--- src/design/amp_ctrl_pkg.sv ---
package amp_ctrl_pkg;

  // Register offsets on the control port
  localparam logic [7:0] REG_FRAME_CTRL = 8'h04;
  localparam logic [7:0] REG_SLOT_CTRL = 8'h05;
  localparam logic [7:0] REG_VBAT = 8'h06;
  localparam logic [7:0] REG_LIM_RATE = 8'h07;
  localparam logic [7:0] REG_LIM_THR = 8'h08;
  localparam logic [7:0] REG_KNEE = 8'h09;

  // Reset values
  localparam logic [7:0] RST_FRAME_CTRL = 8'h11;
  localparam logic [7:0] RST_SLOT_CTRL = 8'h00;
  localparam logic [7:0] RST_VBAT = 8'h00;
  localparam logic [7:0] RST_LIM_RATE = 8'ha4;
  localparam logic [7:0] RST_LIM_THR = 8'h51;
  localparam logic [7:0] RST_KNEE = 8'h22;

  // Field positions
  localparam int SLOT_WIDTH_LSB = 3;
  localparam int DATA_WIDTH_BIT = 7;
  localparam int AUTO_SLOT_BIT = 4;
  localparam int SLOT_LSB = 0;
  localparam int RECOVERY_LSB = 6;
  localparam int REDUCTION_LSB = 4;
  localparam int TRACK_BIT = 2;
  localparam int MODE_LSB = 0;
  localparam int CEILING_LSB = 3;
  localparam int SLOPE_LSB = 0;

  // Word lengths on the serial audio input
  localparam int WORD_LONG = 24;
  localparam int WORD_SHORT = 16;

  // Battery code to millivolts scale
  localparam int BAT_BASE_MV = 3800;
  localparam int BAT_SPAN_MV = 12400;
  localparam int BAT_FULL_CODE = 255;

  // Limiter or mute modes, in field code order
  typedef enum logic [1:0] {
    MODE_OFF,
    MODE_ALWAYS,
    MODE_MUTE_LOW,
    MODE_LIMIT_LOW
  } limiter_mode_e;

  // Link set-up handed to the slot capture
  typedef struct packed {
    logic word_short;
    logic [3:0] slot_index;
    logic [2:0] slot_width_clocks;
  } slot_cfg_s;

  // One captured audio word
  typedef struct packed {
    logic [23:0] data;
    logic valid;
  } audio_word_s;

endpackage : amp_ctrl_pkg

--- src/design/audio_slot_limiter_regs.sv ---
module audio_slot_limiter_regs
  import amp_ctrl_pkg::*;
#(
  parameter logic [6:0] DEV_ADDR_BASE = 7'h28 // Arbitrary value
) (
  input wire logic clk_sys,
  input wire logic nrst,
  input wire logic scl_pin,
  input wire logic sda_pin,
  output logic sda_out,
  output logic sda_oe_n,
  input wire logic [1:0] addr_pin,
  input wire logic bclk_pin,
  input wire logic fsync_pin,
  input wire logic serial_audio_input,
  input wire logic [7:0] battery_code,
  output audio_word_s audio_word,
  output logic limiter_engaged,
  output logic output_mute,
  output logic battery_low,
  output logic threshold_tracking,
  output logic [11:0] recovery_ms_per_db,
  output logic [6:0] reduction_us_per_db,
  output logic [13:0] ceiling_mv,
  output logic [13:0] effective_ceiling_mv,
  output logic [2:0] slope_ratio,
  output logic [14:0] knee_mv
);

  // Reset release
  logic rst_meta; // First reset stage
  logic rst_n; // Released reset used by all logic

  // Address pin synchroniser
  logic [1:0] addr_meta; // First stage
  logic [1:0] addr_sync; // Second stage

  // Register storage
  logic [7:0] frame_ctrl; // Frame set-up, holds slot width
  logic [7:0] serial_audio_slot_control; // Width, auto slot, slot field
  logic [7:0] battery_voltage_reading; // Sensed battery code
  logic [7:0] limiter_rate_mode_control; // Rates, tracking, mode
  logic [7:0] limiter_threshold_control; // Ceiling and slope
  logic [7:0] battery_knee_point; // Knee point code

  // Control port wires
  logic [7:0] rd_addr; // Read pointer from the port
  logic wr_en; // One-cycle write strobe
  logic [7:0] wr_addr; // Write target
  logic [7:0] wr_data; // Write value
  logic port_oe_n; // Port drive, low pulls the line

  // Audio capture
  audio_word_s captured; // Word from the slot capture
  slot_cfg_s slot_cfg; // Link set-up

  // Millivolts from an eight-bit battery code
  function automatic logic [14:0] code_to_mv(input logic [7:0] code);
    int mv;
    mv = BAT_BASE_MV + (BAT_SPAN_MV * int'(code)) / BAT_FULL_CODE;
    code_to_mv = 15'(mv);
  endfunction : code_to_mv

  // Peak output ceiling in millivolts for a five-bit code
  function automatic logic [13:0] ceiling_of(input logic [4:0] code);
    int mv;
    if (code <= 5'h0d) begin
      mv = 15000 - 500 * int'(code);
    end else if (code <= 5'h13) begin
      mv = 8250 - 250 * (int'(code) - 14);
    end else begin
      mv = 6500 - 500 * (int'(code) - 20);
    end
    ceiling_of = 14'(mv);
  endfunction : ceiling_of

  // Register write decode
  wire wr_frame = wr_en && (wr_addr == REG_FRAME_CTRL);
  wire wr_slot = wr_en && (wr_addr == REG_SLOT_CTRL);
  wire wr_rate = wr_en && (wr_addr == REG_LIM_RATE);
  wire wr_thr = wr_en && (wr_addr == REG_LIM_THR);
  wire wr_knee = wr_en && (wr_addr == REG_KNEE);

  // Register read selection, unmapped offsets read zero
  wire [7:0] rd_data =
    (rd_addr == REG_FRAME_CTRL) ? frame_ctrl :
    (rd_addr == REG_SLOT_CTRL) ? serial_audio_slot_control :
    (rd_addr == REG_VBAT) ? battery_voltage_reading :
    (rd_addr == REG_LIM_RATE) ? limiter_rate_mode_control :
    (rd_addr == REG_LIM_THR) ? limiter_threshold_control :
    (rd_addr == REG_KNEE) ? battery_knee_point : 8'h00;

  // Field extraction
  wire auto_slot = serial_audio_slot_control[AUTO_SLOT_BIT];
  wire [3:0] slot_field = serial_audio_slot_control[SLOT_LSB +: 4];
  wire [1:0] gain_recovery_rate = limiter_rate_mode_control[RECOVERY_LSB +: 2];
  wire [1:0] gain_reduction_rate = limiter_rate_mode_control[REDUCTION_LSB +: 2];
  wire tracking = limiter_rate_mode_control[TRACK_BIT];
  wire [4:0] peak_ceiling_field = limiter_threshold_control[CEILING_LSB +: 5];
  wire [1:0] slope_field = limiter_threshold_control[SLOPE_LSB +: 2];
  // Mode field as its enum
  limiter_mode_e limiter_mode_sel;
  assign limiter_mode_sel = limiter_mode_e'(limiter_rate_mode_control[MODE_LSB +: 2]);

  // Slot choice: pin when automatic, field otherwise
  wire [3:0] slot_index = auto_slot ? {2'h0, addr_sync} : slot_field;

  // Battery comparison on the shared scale
  wire [14:0] next_knee_mv = code_to_mv(battery_knee_point);
  wire [14:0] battery_mv = code_to_mv(battery_voltage_reading);
  wire below_knee = battery_voltage_reading < battery_knee_point;

  // Mode decode
  wire next_engaged = (limiter_mode_sel == MODE_ALWAYS) ||
                      ((limiter_mode_sel == MODE_LIMIT_LOW) && below_knee);
  wire next_mute = (limiter_mode_sel == MODE_MUTE_LOW) && below_knee;

  // Rate decode
  wire [11:0] next_recovery =
    (gain_recovery_rate == 2'h0) ? 12'd3200 :
    (gain_recovery_rate == 2'h1) ? 12'd1600 :
    (gain_recovery_rate == 2'h2) ? 12'd1200 : 12'd800;

  wire [6:0] next_reduction =
    (gain_reduction_rate == 2'h0) ? 7'd120 :
    (gain_reduction_rate == 2'h1) ? 7'd60 :
    (gain_reduction_rate == 2'h2) ? 7'd30 : 7'd20;

  // Tracked ceiling drops by slope times battery drop
  wire [13:0] next_ceiling = ceiling_of(peak_ceiling_field);
  wire [2:0] next_slope = {1'b0, slope_field} + 3'h1;

  wire [14:0] battery_drop = below_knee ? (next_knee_mv - battery_mv) : 15'h0000;
  wire [17:0] cut_mv = 18'(battery_drop * next_slope);
  wire [17:0] ceiling_wide = {4'h0, next_ceiling};

  wire [13:0] next_effective =
    !tracking ? next_ceiling :
    (cut_mv >= ceiling_wide) ? 14'h0000 : 14'(ceiling_wide - cut_mv);

  // Link set-up for the capture
  assign slot_cfg.word_short = serial_audio_slot_control[DATA_WIDTH_BIT];
  assign slot_cfg.slot_index = slot_index;
  assign slot_cfg.slot_width_clocks = frame_ctrl[SLOT_WIDTH_LSB +: 3];

  // Reset release through two flip-flops
  always_ff @(posedge clk_sys or negedge nrst) begin
    if (!nrst) begin
      rst_meta <= 1'b0;
      rst_n <= 1'b0;
    end else begin
      rst_meta <= 1'b1;
      rst_n <= rst_meta;
    end
  end

  // Address pin synchroniser
  // Pin value also feeds the port address
  always_ff @(posedge clk_sys or negedge rst_n) begin
    if (!rst_n) begin
      addr_meta <= 2'h0;
      addr_sync <= 2'h0;
    end else begin
      addr_meta <= addr_pin;
      addr_sync <= addr_meta;
    end
  end

  // Writable registers
  always_ff @(posedge clk_sys or negedge rst_n) begin
    if (!rst_n) begin
      frame_ctrl <= RST_FRAME_CTRL;
      serial_audio_slot_control <= RST_SLOT_CTRL;
      limiter_rate_mode_control <= RST_LIM_RATE;
      limiter_threshold_control <= RST_LIM_THR;
      battery_knee_point <= RST_KNEE;
    end else begin
      // Each register takes the byte only on its own strobe
      if (wr_frame) begin
        frame_ctrl <= wr_data;
      end

      if (wr_slot) begin
        serial_audio_slot_control <= wr_data;
      end

      if (wr_rate) begin
        limiter_rate_mode_control <= wr_data;
      end

      if (wr_thr) begin
        limiter_threshold_control <= wr_data;
      end

      if (wr_knee) begin
        battery_knee_point <= wr_data;
      end
    end
  end

  // Battery reading follows the sensor only; port writes never reach it
  always_ff @(posedge clk_sys or negedge rst_n) begin
    if (!rst_n) begin
      battery_voltage_reading <= RST_VBAT;
    end else begin
      battery_voltage_reading <= battery_code;
    end
  end

  // Registered limiter outputs
  always_ff @(posedge clk_sys or negedge rst_n) begin
    if (!rst_n) begin
      limiter_engaged <= 1'b0;
      output_mute <= 1'b0;
      battery_low <= 1'b0;
      // Tracking resets on, as its register bit does
      threshold_tracking <= 1'b1;
      recovery_ms_per_db <= 12'h000;
      reduction_us_per_db <= 7'h00;
      ceiling_mv <= 14'h0000;
      effective_ceiling_mv <= 14'h0000;
      slope_ratio <= 3'h0;
      knee_mv <= 15'h0000;
    end else begin
      // Limiter state
      limiter_engaged <= next_engaged;
      output_mute <= next_mute;
      battery_low <= below_knee;
      threshold_tracking <= tracking;
      // Rates and ceilings
      recovery_ms_per_db <= next_recovery;
      reduction_us_per_db <= next_reduction;
      ceiling_mv <= next_ceiling;
      effective_ceiling_mv <= next_effective;
      slope_ratio <= next_slope;
      knee_mv <= next_knee_mv;
    end
  end

  // Pin drive flops; the line is only ever pulled low
  always_ff @(posedge clk_sys or negedge rst_n) begin
    if (!rst_n) begin
      sda_out <= 1'b0;
      sda_oe_n <= 1'b1;
    end else begin
      sda_out <= 1'b0;
      sda_oe_n <= port_oe_n;
    end
  end

  // Captured word, registered at the block edge
  always_ff @(posedge clk_sys or negedge rst_n) begin
    if (!rst_n) begin
      audio_word <= '0;
    end else begin
      audio_word <= captured;
    end
  end

  // Control port target, address set by the pin
  ctrl_port_target u_port (
    .clk_sys(clk_sys),
    .rst_n(rst_n),
    .scl_pin(scl_pin),
    .sda_pin(sda_pin),
    .dev_addr(DEV_ADDR_BASE | {5'h00, addr_sync}),
    .rd_data(rd_data),
    .rd_addr(rd_addr),
    .wr_en(wr_en),
    .wr_addr(wr_addr),
    .wr_data(wr_data),
    .sda_oe_n(port_oe_n)
  );

  // Slot capture on the serial audio link
  slot_capture u_capture (
    .clk_sys(clk_sys),
    .rst_n(rst_n),
    .bclk_pin(bclk_pin),
    .fsync_pin(fsync_pin),
    .serial_audio_input(serial_audio_input),
    .cfg(slot_cfg),
    .word_out(captured)
  );

endmodule : audio_slot_limiter_regs

--- src/design/ctrl_port_target.sv ---
// Two-wire control port target with pointer auto-increment
module ctrl_port_target
  import amp_ctrl_pkg::*;
(
  input wire logic clk_sys,
  input wire logic rst_n,
  input wire logic scl_pin,
  input wire logic sda_pin,
  input wire logic [6:0] dev_addr,
  input wire logic [7:0] rd_data,
  output logic [7:0] rd_addr,
  output logic wr_en,
  output logic [7:0] wr_addr,
  output logic [7:0] wr_data,
  output logic sda_oe_n
);

  typedef enum logic [3:0] {
    IDLE, ADDR, ACK_ADDR, PTR, ACK_PTR, WDATA, ACK_WDATA, RDATA, ACK_RDATA
  } port_state_e;

  port_state_e state;
  logic [1:0] scl_sync; // Two-stage pin synchronisers
  logic [1:0] sda_sync;
  logic scl_prev; // Previous synchronised levels
  logic sda_prev;
  logic [7:0] shift; // Received byte
  logic [7:0] tx; // Byte being sent
  logic [3:0] cnt; // Bits seen in this byte
  logic rw; // Read requested
  logic nack; // Master refused the last read byte

  // Bus conditions from synchronised levels
  wire scl_rise = scl_sync[1] & ~scl_prev;
  wire scl_fall = ~scl_sync[1] & scl_prev;
  wire start_seen = scl_sync[1] & scl_prev & sda_prev & ~sda_sync[1];
  wire stop_seen = scl_sync[1] & scl_prev & ~sda_prev & sda_sync[1];
  wire byte_done = (cnt == 4'h8);
  wire rx_phase = (state == ADDR) | (state == PTR) | (state == WDATA);

  // Pin synchronisers
  always_ff @(posedge clk_sys or negedge rst_n) begin
    if (!rst_n) begin
      scl_sync <= 2'h3;
      sda_sync <= 2'h3;
      scl_prev <= 1'b1;
      sda_prev <= 1'b1;
    end else begin
      scl_sync <= {scl_sync[0], scl_pin};
      sda_sync <= {sda_sync[0], sda_pin};
      scl_prev <= scl_sync[1];
      sda_prev <= sda_sync[1];
    end
  end

  // Byte engine; data changes only while the clock is low
  always_ff @(posedge clk_sys or negedge rst_n) begin
    if (!rst_n) begin
      state <= IDLE;
      shift <= 8'h00;
      tx <= 8'h00;
      cnt <= 4'h0;
      rw <= 1'b0;
      nack <= 1'b0;
      rd_addr <= 8'h00;
      wr_en <= 1'b0;
      wr_addr <= 8'h00;
      wr_data <= 8'h00;
      sda_oe_n <= 1'b1;
    end else begin
      wr_en <= 1'b0;
      if (start_seen) begin
        state <= ADDR;
        cnt <= 4'h0;
        sda_oe_n <= 1'b1;
      end else if (stop_seen) begin
        state <= IDLE;
        sda_oe_n <= 1'b1;
      end else if (scl_rise) begin
        if (rx_phase) begin
          shift <= {shift[6:0], sda_sync[1]};
        end
        if (state == ACK_RDATA) begin
          nack <= sda_sync[1];
        end
        cnt <= cnt + 4'h1;
      end else if (scl_fall) begin
        unique case (state)
          IDLE: begin
            sda_oe_n <= 1'b1;
          end
          ADDR: begin
            if (byte_done && shift[7:1] == dev_addr) begin
              rw <= shift[0];
              state <= ACK_ADDR;
              sda_oe_n <= 1'b0;
            end else if (byte_done) begin
              state <= IDLE;
            end
          end
          ACK_ADDR: begin
            cnt <= 4'h0;
            if (rw) begin
              state <= RDATA;
              tx <= rd_data;
              sda_oe_n <= rd_data[7];
            end else begin
              state <= PTR;
              sda_oe_n <= 1'b1;
            end
          end
          PTR: begin
            if (byte_done) begin
              rd_addr <= shift;
              state <= ACK_PTR;
              sda_oe_n <= 1'b0;
            end
          end
          WDATA: begin
            if (byte_done) begin
              wr_en <= 1'b1;
              wr_addr <= rd_addr;
              wr_data <= shift;
              state <= ACK_WDATA;
              sda_oe_n <= 1'b0;
            end
          end
          ACK_PTR, ACK_WDATA: begin
            if (state == ACK_WDATA) begin
              rd_addr <= rd_addr + 8'h01;
            end
            cnt <= 4'h0;
            state <= WDATA;
            sda_oe_n <= 1'b1;
          end
          RDATA: begin
            if (byte_done) begin
              rd_addr <= rd_addr + 8'h01;
              state <= ACK_RDATA;
              sda_oe_n <= 1'b1;
            end else begin
              tx <= {tx[6:0], 1'b0};
              sda_oe_n <= tx[6];
            end
          end
          ACK_RDATA: begin
            cnt <= 4'h0;
            if (nack) begin
              state <= IDLE;
            end else begin
              state <= RDATA;
              tx <= rd_data;
              sda_oe_n <= rd_data[7];
            end
          end
        endcase
      end
    end
  end

endmodule : ctrl_port_target

--- src/design/slot_capture.sv ---
// Time-division slot capture of one audio word per frame
module slot_capture
  import amp_ctrl_pkg::*;
(
  input wire logic clk_sys,
  input wire logic rst_n,
  input wire logic bclk_pin,
  input wire logic fsync_pin,
  input wire logic serial_audio_input,
  input wire slot_cfg_s cfg,
  output audio_word_s word_out
);

  logic [2:0] bclk_sync; // Two sync stages plus edge history
  logic [1:0] fsync_sync;
  logic [1:0] data_sync;
  logic fsync_last; // Frame sync as seen at the previous bit clock
  logic [10:0] pos; // Bit position of the next bit in the frame
  logic [23:0] shift; // Bits of the selected slot

  // Slot width in bit clocks, unused codes read as the widest
  function automatic logic [10:0] width_clocks(input logic [2:0] code);
    unique case (code)
      3'h0: width_clocks = 11'h010;
      3'h1: width_clocks = 11'h018;
      3'h2: width_clocks = 11'h020;
      3'h3: width_clocks = 11'h030;
      default: width_clocks = 11'h040;
    endcase
  endfunction : width_clocks

  wire bclk_rise = bclk_sync[1] & ~bclk_sync[2];
  wire frame_start = fsync_sync[1] & ~fsync_last;
  wire [10:0] here = frame_start ? 11'h000 : pos;
  // Slot n starts n widths into the frame
  wire [10:0] offset = 11'({7'h00, cfg.slot_index} * width_clocks(cfg.slot_width_clocks));
  wire [10:0] word_len = cfg.word_short ? 11'(WORD_SHORT) : 11'(WORD_LONG);
  wire in_word = (here >= offset) && (here < offset + word_len);
  wire last_bit = (here == offset + word_len - 11'h001);
  wire [23:0] next_shift = {shift[22:0], data_sync[1]};

  // Pin synchronisers
  always_ff @(posedge clk_sys or negedge rst_n) begin
    if (!rst_n) begin
      bclk_sync <= 3'h0;
      fsync_sync <= 2'h0;
      data_sync <= 2'h0;
    end else begin
      bclk_sync <= {bclk_sync[1:0], bclk_pin};
      fsync_sync <= {fsync_sync[0], fsync_pin};
      data_sync <= {data_sync[0], serial_audio_input};
    end
  end

  // Bit counting and word assembly on the bit clock rising edge
  always_ff @(posedge clk_sys or negedge rst_n) begin
    if (!rst_n) begin
      fsync_last <= 1'b0;
      pos <= 11'h7ff;
      shift <= 24'h000000;
      word_out <= '0;
    end else begin
      word_out.valid <= 1'b0;
      if (bclk_rise) begin
        fsync_last <= fsync_sync[1];
        pos <= (here == 11'h7ff) ? here : here + 11'h001;
        if (in_word) begin
          shift <= next_shift;
        end
        if (in_word && last_bit) begin
          // Short words sit in the upper bits
          word_out.data <= cfg.word_short ? {next_shift[15:0], 8'h00} : next_shift;
          word_out.valid <= 1'b1;
        end
      end
    end
  end

endmodule : slot_capture

--- config.mk ---
export PLATFORM = sky130hd
export DESIGN_NAME = audio_slot_limiter_regs
export DESIGN_NICKNAME = d
export VERILOG_FILES = /design/src/design/amp_ctrl_pkg.sv /design/src/design/audio_slot_limiter_regs.sv /design/src/design/ctrl_port_target.sv /design/src/design/slot_capture.sv
export SDC_FILE = /design/constraint.sdc
export NUM_CORES = 1
export LEC_CHECK = 0
export BUFFER_PORTS_ARGS = -buffer_cell sky130_fd_sc_hd__buf_2
export CAP_MARGIN = 25
export CORE_MARGIN = 4
export CORE_UTILIZATION = 35
export CTS_CLUSTER_SIZE = 25
export DETAILED_ROUTE_END_ITERATION = 7
export SLEW_MARGIN = 20
export SYNTH_ARGS = -nofsm -noshare
export SYNTH_HDL_FRONTEND = slang
export SYNTH_SLANG_ARGS = --single-unit
--- constraint.sdc ---
create_clock -name clk_sys -period 8.2 [get_ports clk_sys]
set_clock_uncertainty 0.15 [all_clocks]
set_input_delay 0.41 -clock clk_sys [delete_from_list [all_inputs] [get_ports clk_sys]]
set_output_delay 0.41 -clock clk_sys [all_outputs]
set_load 0.02 [all_outputs]
==> results of run 1 <==
## worst max-delay path, delay by kind of cell, from the launching register on
family | cells | cell delay, ns
adders and majority gates | 14 | 3.99
xor gates and xnor gates | 3 | 0.44
DFF | 1 | 0.58
buffers and inverters | 18 | 2.29
and+or+nand+nor | 15 | 3.02
muxes | 2 | 0.44
AOI/OAI and AO/OA | 40 | 7.75
## power by group through the flow
stage | clock network, mW | registers, mW | logic, mW
floorplan | 0 | 1.51 | 6.58
global placement | 0 | 1.53 | 11.4
detailed placement | 0 | 1.54 | 11.5
CTS | 1.75 | 1.51 | 11.9
global route | 1.81 | 1.53 | 13.8
finish | 1.71 | 1.52 | 12.5
## metal layers
| metal | share of wire | vias to the layer above | track usage |
|---|---|---|---|
| met3 | 0.049 | 127 | 0.0240 |
| met1 | 0.48 | 14100 | 0.292 |
| met2 | 0.45 | 686 | 0.330 |
| li1 | - | 14600 | - |
| met5 | 0.00014 | - | 0 |
| met4 | 0.021 | 2 | 0.0426 |
## how the worst max path moves through the flow
stage	to	slack (ns)	cells past startpoint
after floorplan	effective_ceiling_mv[10]$_DFF_PN0_	-10.53	87
after detailed placement	effective_ceiling_mv[6]$_DFF_PN0_	-11.21	90
final	effective_ceiling_mv[3]$_DFF_PN0_	-10.58	92
after global placement	effective_ceiling_mv[5]$_DFF_PN0_	-10.89	87
after global routing	effective_ceiling_mv[7]$_DFF_PN0_	-11.48	93
after CTS	effective_ceiling_mv[2]$_DFF_PN0_	-10.33	88
## cells by family (layout without fill, tap and decap cells)
family,count (synthesis),count (layout),share of synthesized area
XOR/XNOR,214,214,0.0662
AND/OR/NAND/NOR,1058,1058,0.186
flip-flops,267,267,0.230
multiplexers,143,143,0.0536
other,2,9,0.000257
adder cells (fa/ha/maj),371,371,0.177
buffers and inverters,389,1475,0.0520
AO/OA/AOI/OAI,966,966,0.235
## flip-flops by register name (all words and copies together) (netlist names), 11 cells and up
register	cells
effective_ceiling_mv	14
knee_mv	15
u_capture.shift	23
u_capture.pos	11
audio_word	25
ceiling_mv	13
u_capture.word_out	25
## Yosys cell counts, types with 9 or more instances
library cell	number	area share
a2111oi_0	9	0.0027
a211o_1	23	0.0069
a211oi_1	51	0.013
a21boi_0	10	0.0026
a21o_1	44	0.011
a21oi_1	208	0.036
a31o_2	22	0.0066
a31oi_1	45	0.0096
and2_1	48	0.010
and3_1	34	0.0073
and4_1	12	0.0036
buf_2	17	0.0029
clkbuf_1	79	0.010
dfrtp_1	237	0.20
dfstp_2	30	0.027
fa_1	69	0.047
ha_1	301	0.13
inv_1	277	0.036
mux2_2	97	0.037
mux2i_1	42	0.014
nand2_1	261	0.034
nand2b_1	35	0.0075
nand3_1	104	0.018
nand4_1	29	0.0062
nor2_1	232	0.030
nor2b_1	35	0.0075
nor3_1	87	0.015
nor3b_1	12	0.0031
nor4_1	29	0.0062
o211a_1	15	0.0051
o211ai_1	45	0.012
o21a_1	36	0.0093
o21ai_0	167	0.029
o21ai_1	15	0.0026
o21bai_1	35	0.0090
o22ai_1	29	0.0062
o31a_1	12	0.0036
o31ai_1	28	0.0072
or2_2	24	0.0051
or3_1	41	0.0088
or4_1	17	0.0044
xnor2_1	154	0.046
xor2_1	52	0.016
## area by class of cell
| type | count | share of cell area |
|---|---|---|
| Multi-Input combinational cell | 2761 | 0.550 |
| Timing Repair Buffer | 1132 | 0.202 |
| Sequential cell | 267 | 0.160 |
| Tap cell | 1070 | 0.0319 |
| Inverter | 279 | 0.0251 |
| Clock buffer | 43 | 0.0226 |
| Clock inverter | 21 | 0.00838 |
## repair_timing
item                       4_1_cts  5_1_grt
gates cloned                     1        0
setup endpoints to repair       29       29
gates resized for setup        176      148
pin swaps                       74       77
hold buffers                    16        0
setup buffers                   85       40
hold endpoints to repair        17        0
## cells in the final DEF, fill, tap and decap left out, types with 20 or more instances in the layout
master     Yosys  layout
nor2b_1       35      35
xnor2_1      154     134
or2_2         24      22
nand4_1       29      29
dfrtp_1      237     234
a31o_2        22      21
a21oi_2        7      35
fa_1          69      64
a211oi_1      51      42
and3_1        34      33
a211o_1       23      23
buf_6          1      35
o21ai_1       15      24
o211ai_1      45      45
a21oi_1      208     177
nor3_1        87      76
nand2_1      261     253
xor2_1        52      48
o21bai_1      35      35
dfstp_2       30      30
clkbuf_16      0      35
inv_1        277     256
mux2i_1       42      36
nor4_1        29      20
o21ai_0      167     150
a31oi_1       45      42
buf_4          8     971
ha_1         301     264
nand2b_1      35      35
nor2_1       232     220
and2_1        48      42
mux2_2        97      94
nand3_1      104      95
buf_2         17     105
ha_4           0      29
a21o_1        44      44
or3_1         41      31
o21a_1        36      33
==> results.md, run 1 <==
* Num ports at 113
* Netlist cell types at 127
* Drt first pass iters at 8
* Slew HR at 0.308
* Internal reg-to-reg setup slack at -10.58 ns
* CTS Root Cell: clkbuf_16
* CP Launch Type: flip-flop
* Pwr Total at 15.8 mW
* Clk_lat worst skew at 0.56 ns
* Crit. Startpoint: battery_knee_point[5]$_DFFE_PN1P_
* Setup TNS at -222.36 ns
* Max-slew violations at 0
* Hold Crit Class: in -> async
* Post-Place Cell Area at 38,000 µm²
* Violated checks: setup timing
* Synth Instances at 3,410
* GRT Residual Overflow at 0
* Power Internal at 8.97 mW
* Register area share after synthesis at 0.230
* # Max-Cap Violations at 0
* Global Route Usage Sum at 0.203
* Critical path's slowest cell: dfstp_2
* CP dominant cell by count: ha_4
* Layout cells sized above 1 at 0.383
* Die width at 297 µm
* Worst VDD drop at 0.634 mV
* Initial Util at 0.355
* Largest fanout on the critical path at 9
* Via density at 5.30
* Async S/R FF share, synth at 1.00
* Critical path required time at 8.51 ns
* Fin crit share at 2.29
* Total Wirelength at 94,200 µm
* Final HPWL DP at 73,600 µm
* Fin cells at 5,573
* Routability cong. at 0.909
* Register Area at 6730 µm²
* Slew @ Worst Pin at 1.04 ns
* P_sw at 6.81 mW
* Die Span Y at 297 µm
* CTS buffer count at 35
* Period minus WS final at 18.78 ns
* Worst setup margin at -10.58 ns
* Area of the multi-input gates at 23,100 µm²
* Max incr delay on CP at 0.58 ns
* Reg-to-Reg Start: battery_knee_point[5]$_DFFE_PN1P_
* Seq pwr share at 0.096
* Sw frac at 0.431
* WL per Instance at 16.9 µm
* Yosys reg bits at 267
* Die area at 88,100 µm²
* Fin nets at 4,863
* R2R cell count at 92
* First-pass GRT wire length at 151,000 µm
* Final Cell Area at 41,900 µm²
* Port bufs at 105
* Worst-path clk slew at 0.06 ns
* Pre-CTS setup slack at -11.21 ns
* Leakage at 19.7 nW
* Post-synthesis instance area at 29,200 µm²
* Setup CP Type: reg -> reg
* Post-synth top flop: dfrtp_1
* Synth Area per Inst at 8.56 µm²
* Final Setup Violations at 29
* Final antenna-violating net count at 0
* Synth warnings at 0
* Antenna violations before repair at 2
* CTS Buffer Depth at 3
* CTS sink cnt at 267
* Reg2reg end: effective_ceiling_mv[3]$_DFF_PN0_
* Largest net degree at the start of global routing at 166
* # fillers at 7,617
* Core area at 82,400 µm²
* Post-layout util at 0.509
* Post-synth EDFFs at 0
* WP data arrival at 19.09 ns
* Fmax at 0.0532 GHz
* Hold Vio Cnt, Final at 0
* Critical path capture point type: flip-flop
* Power share of the clock group at 0.109
* Combinational share of power at 0.795
* Placed cells at 5,382
* Area Overhead vs Synth at 43.6%
* Remaining DRCs at 0
* Status: finished with violations
* Final hold slack at 0.0300 ns
* Row count at 105
* N_diodes at 0
* CTS H-tree lvls at 2
* Vias at 29,500
* RSZ-0062 raised after global routing: true
* Vias in the first global route at 29,000
* CTS tree: built
* DRT iter0 DRCs at 1,895
* Pwr Density at 376 nW/µm²
Power figures use the tool's default switching activity.
==> inputs of run 2 (changes only) <==
- SETUP_SLACK_MARGIN: unset -> 0.05
==> run 2 against run 1 <==
  * Critical endpoint unchanged
  * Clock power barely moved
  * First-iteration DRC count rose by 4.9%
  * Routed wire length barely moved
  * Global-route usage did not move
  * The flow still finishes with violations (setup timing)
  * Sequential power barely moved
==> results.md, run 2 (same netlist as run 1, synthesis figures left out) <==
* Most frequent cells in the layout: buf_4, ha_1, inv_1
* Hold Vio Cnt, Final at 0
* Period minus WS final at 18.80 ns
* CTS buffer count at 35
* Critical path required time at 8.51 ns
* Global Route Usage Sum at 0.203
* Final hold slack at 0.0314 ns
* Setup CP Type: reg -> reg
* Pwr Density at 376 nW/µm²
* Violated checks: setup timing
* Fin crit share at 2.29
* # Max-Cap Violations at 0
* Biggest regs: audio_word (25), u_capture.word_out (25), u_capture.shift (23)
* Routability cong. at 0.909
* Die width at 297 µm
* GRT Residual Overflow at 0
* Critical path's slowest cell: dfstp_2
* Row count at 105
* CTS sink cnt at 267
* Area Overhead vs Synth at 43.6%
* RSZ-0062 raised after global routing: true
* Slew HR at 0.290
* CTS Root Cell: clkbuf_16
* Fin cells at 5,574
* Fin nets at 4,864
* Final Setup Violations at 29
* Most common cell after layout, fill and taps aside: buf_4
* Die area at 88,100 µm²
* Worst-path clk slew at 0.06 ns
* Largest fanout on the critical path at 7
* Remaining DRCs at 0
* Placed cells at 5,382
* CTS tree: built
* Die Span Y at 297 µm
* N_diodes at 0
* First-pass GRT wire length at 151,000 µm
* WP data arrival at 19.11 ns
* Leakage at 19.7 nW
* Pwr Total at 15.8 mW
* Worst VDD drop at 0.630 mV
* Vias at 29,500
* Slew @ Worst Pin at 1.06 ns
* WL per Instance at 16.9 µm
* Clk_lat worst skew at 0.56 ns
* Core area at 82,400 µm²
* CTS Buffer Depth at 3
* CTS H-tree lvls at 2
* Critical path capture point type: flip-flop
* Drt first pass iters at 8
* Antenna violations before repair at 2
* CP Launch Type: flip-flop
* DRT iter0 DRCs at 1,987
* Post-Place Cell Area at 38,000 µm²
* Port bufs at 105
* Fmax at 0.0532 GHz
* Max incr delay on CP at 0.58 ns
* Layout cells sized above 1 at 0.383
* Hold Crit Class: in -> async
* Vias in the first global route at 29,000
* Worst setup margin at -10.60 ns
* Final HPWL DP at 73,600 µm
* CP dominant cell by count: ha_4
* Initial Util at 0.355
* Max-slew violations at 0
* Total Wirelength at 94,200 µm
* Via density at 5.29
* Final antenna-violating net count at 0
* Status: finished with violations
* Largest net degree at the start of global routing at 166
* Final Cell Area at 41,900 µm²
* Num ports at 113
## run 2: changes by cell type in the layout (fill, tap and decap cells not counted), sizes merged
cell  previous run  this run
buf           1116      1117
## run 2: worst paths after layout
check                      slack (ns)                               from  cells past startpoint                           endpoint
setup / recovery               -10.60  battery_knee_point[5]$_DFFE_PN1P_                     90  effective_ceiling_mv[3]$_DFF_PN0_
hold / removal                   0.03                               nrst                      2                    rst_n$_DFF_PN0_
setup reg to reg               -10.60  battery_knee_point[5]$_DFFE_PN1P_                     90  effective_ceiling_mv[3]$_DFF_PN0_
hold reg to reg                  0.20             addr_meta[0]$_DFF_PN0_                      0             addr_sync[0]$_DFF_PN0_
max in group asynchronous        6.34                    rst_n$_DFF_PN0_                      1            ceiling_mv[8]$_DFF_PN0_
min in group clk_sys             0.20             addr_meta[0]$_DFF_PN0_                      0             addr_sync[0]$_DFF_PN0_
## run 2: cell type report
type	count	area, µm²
multi-input combinational	2761	23000
clock buffer	43	946
inverter	279	1050
tap	1070	1340
timing repair buffer	1133	8470
fill	7620	40500
sequential	267	6730
clock inverter	21	352
## run 2: where the power goes
group	internal (mW)	switching (mW)
Clock	1.06	0.651
Sequential	1.41	0.109
Combinational	6.50	6.04
Total	8.97	6.80
## run 2: metal layers
layer  share of wire  GRT usage
met1            0.48      0.292
met2            0.45      0.330
met3           0.047     0.0240
met4           0.021     0.0426
met5         0.00014          0
## run 2: critical path: cells and delay by family, from the launching register on
family	cells	cell delay [ns]
buf+inv	15	1.83
flops	1	0.58
xor+xnor	4	0.62
mux	1	0.35
compound gates	41	8.16
simple gates	15	3.03
fa+ha+maj	14	3.99
## run 2: timing repair
action	in CTS	in global routing
setup endpoints to repair	29	29
setup buffers	85	40
pin swaps	74	77
hold endpoints to repair	17	0
resized for setup	176	145
hold buffers	16	0
cloned	1	0
## run 2: metrics by stage
stage	setup TNS, ns	worst slack, ns	utilization
floorplan	-214.67	-10.53	-
global placement	-230.41	-10.89	0.461
detailed placement	-236.31	-11.21	0.461
CTS	-213.55	-10.33	0.498
global route	-242.24	-11.48	0.509
finish	-223.08	-10.60	0.509
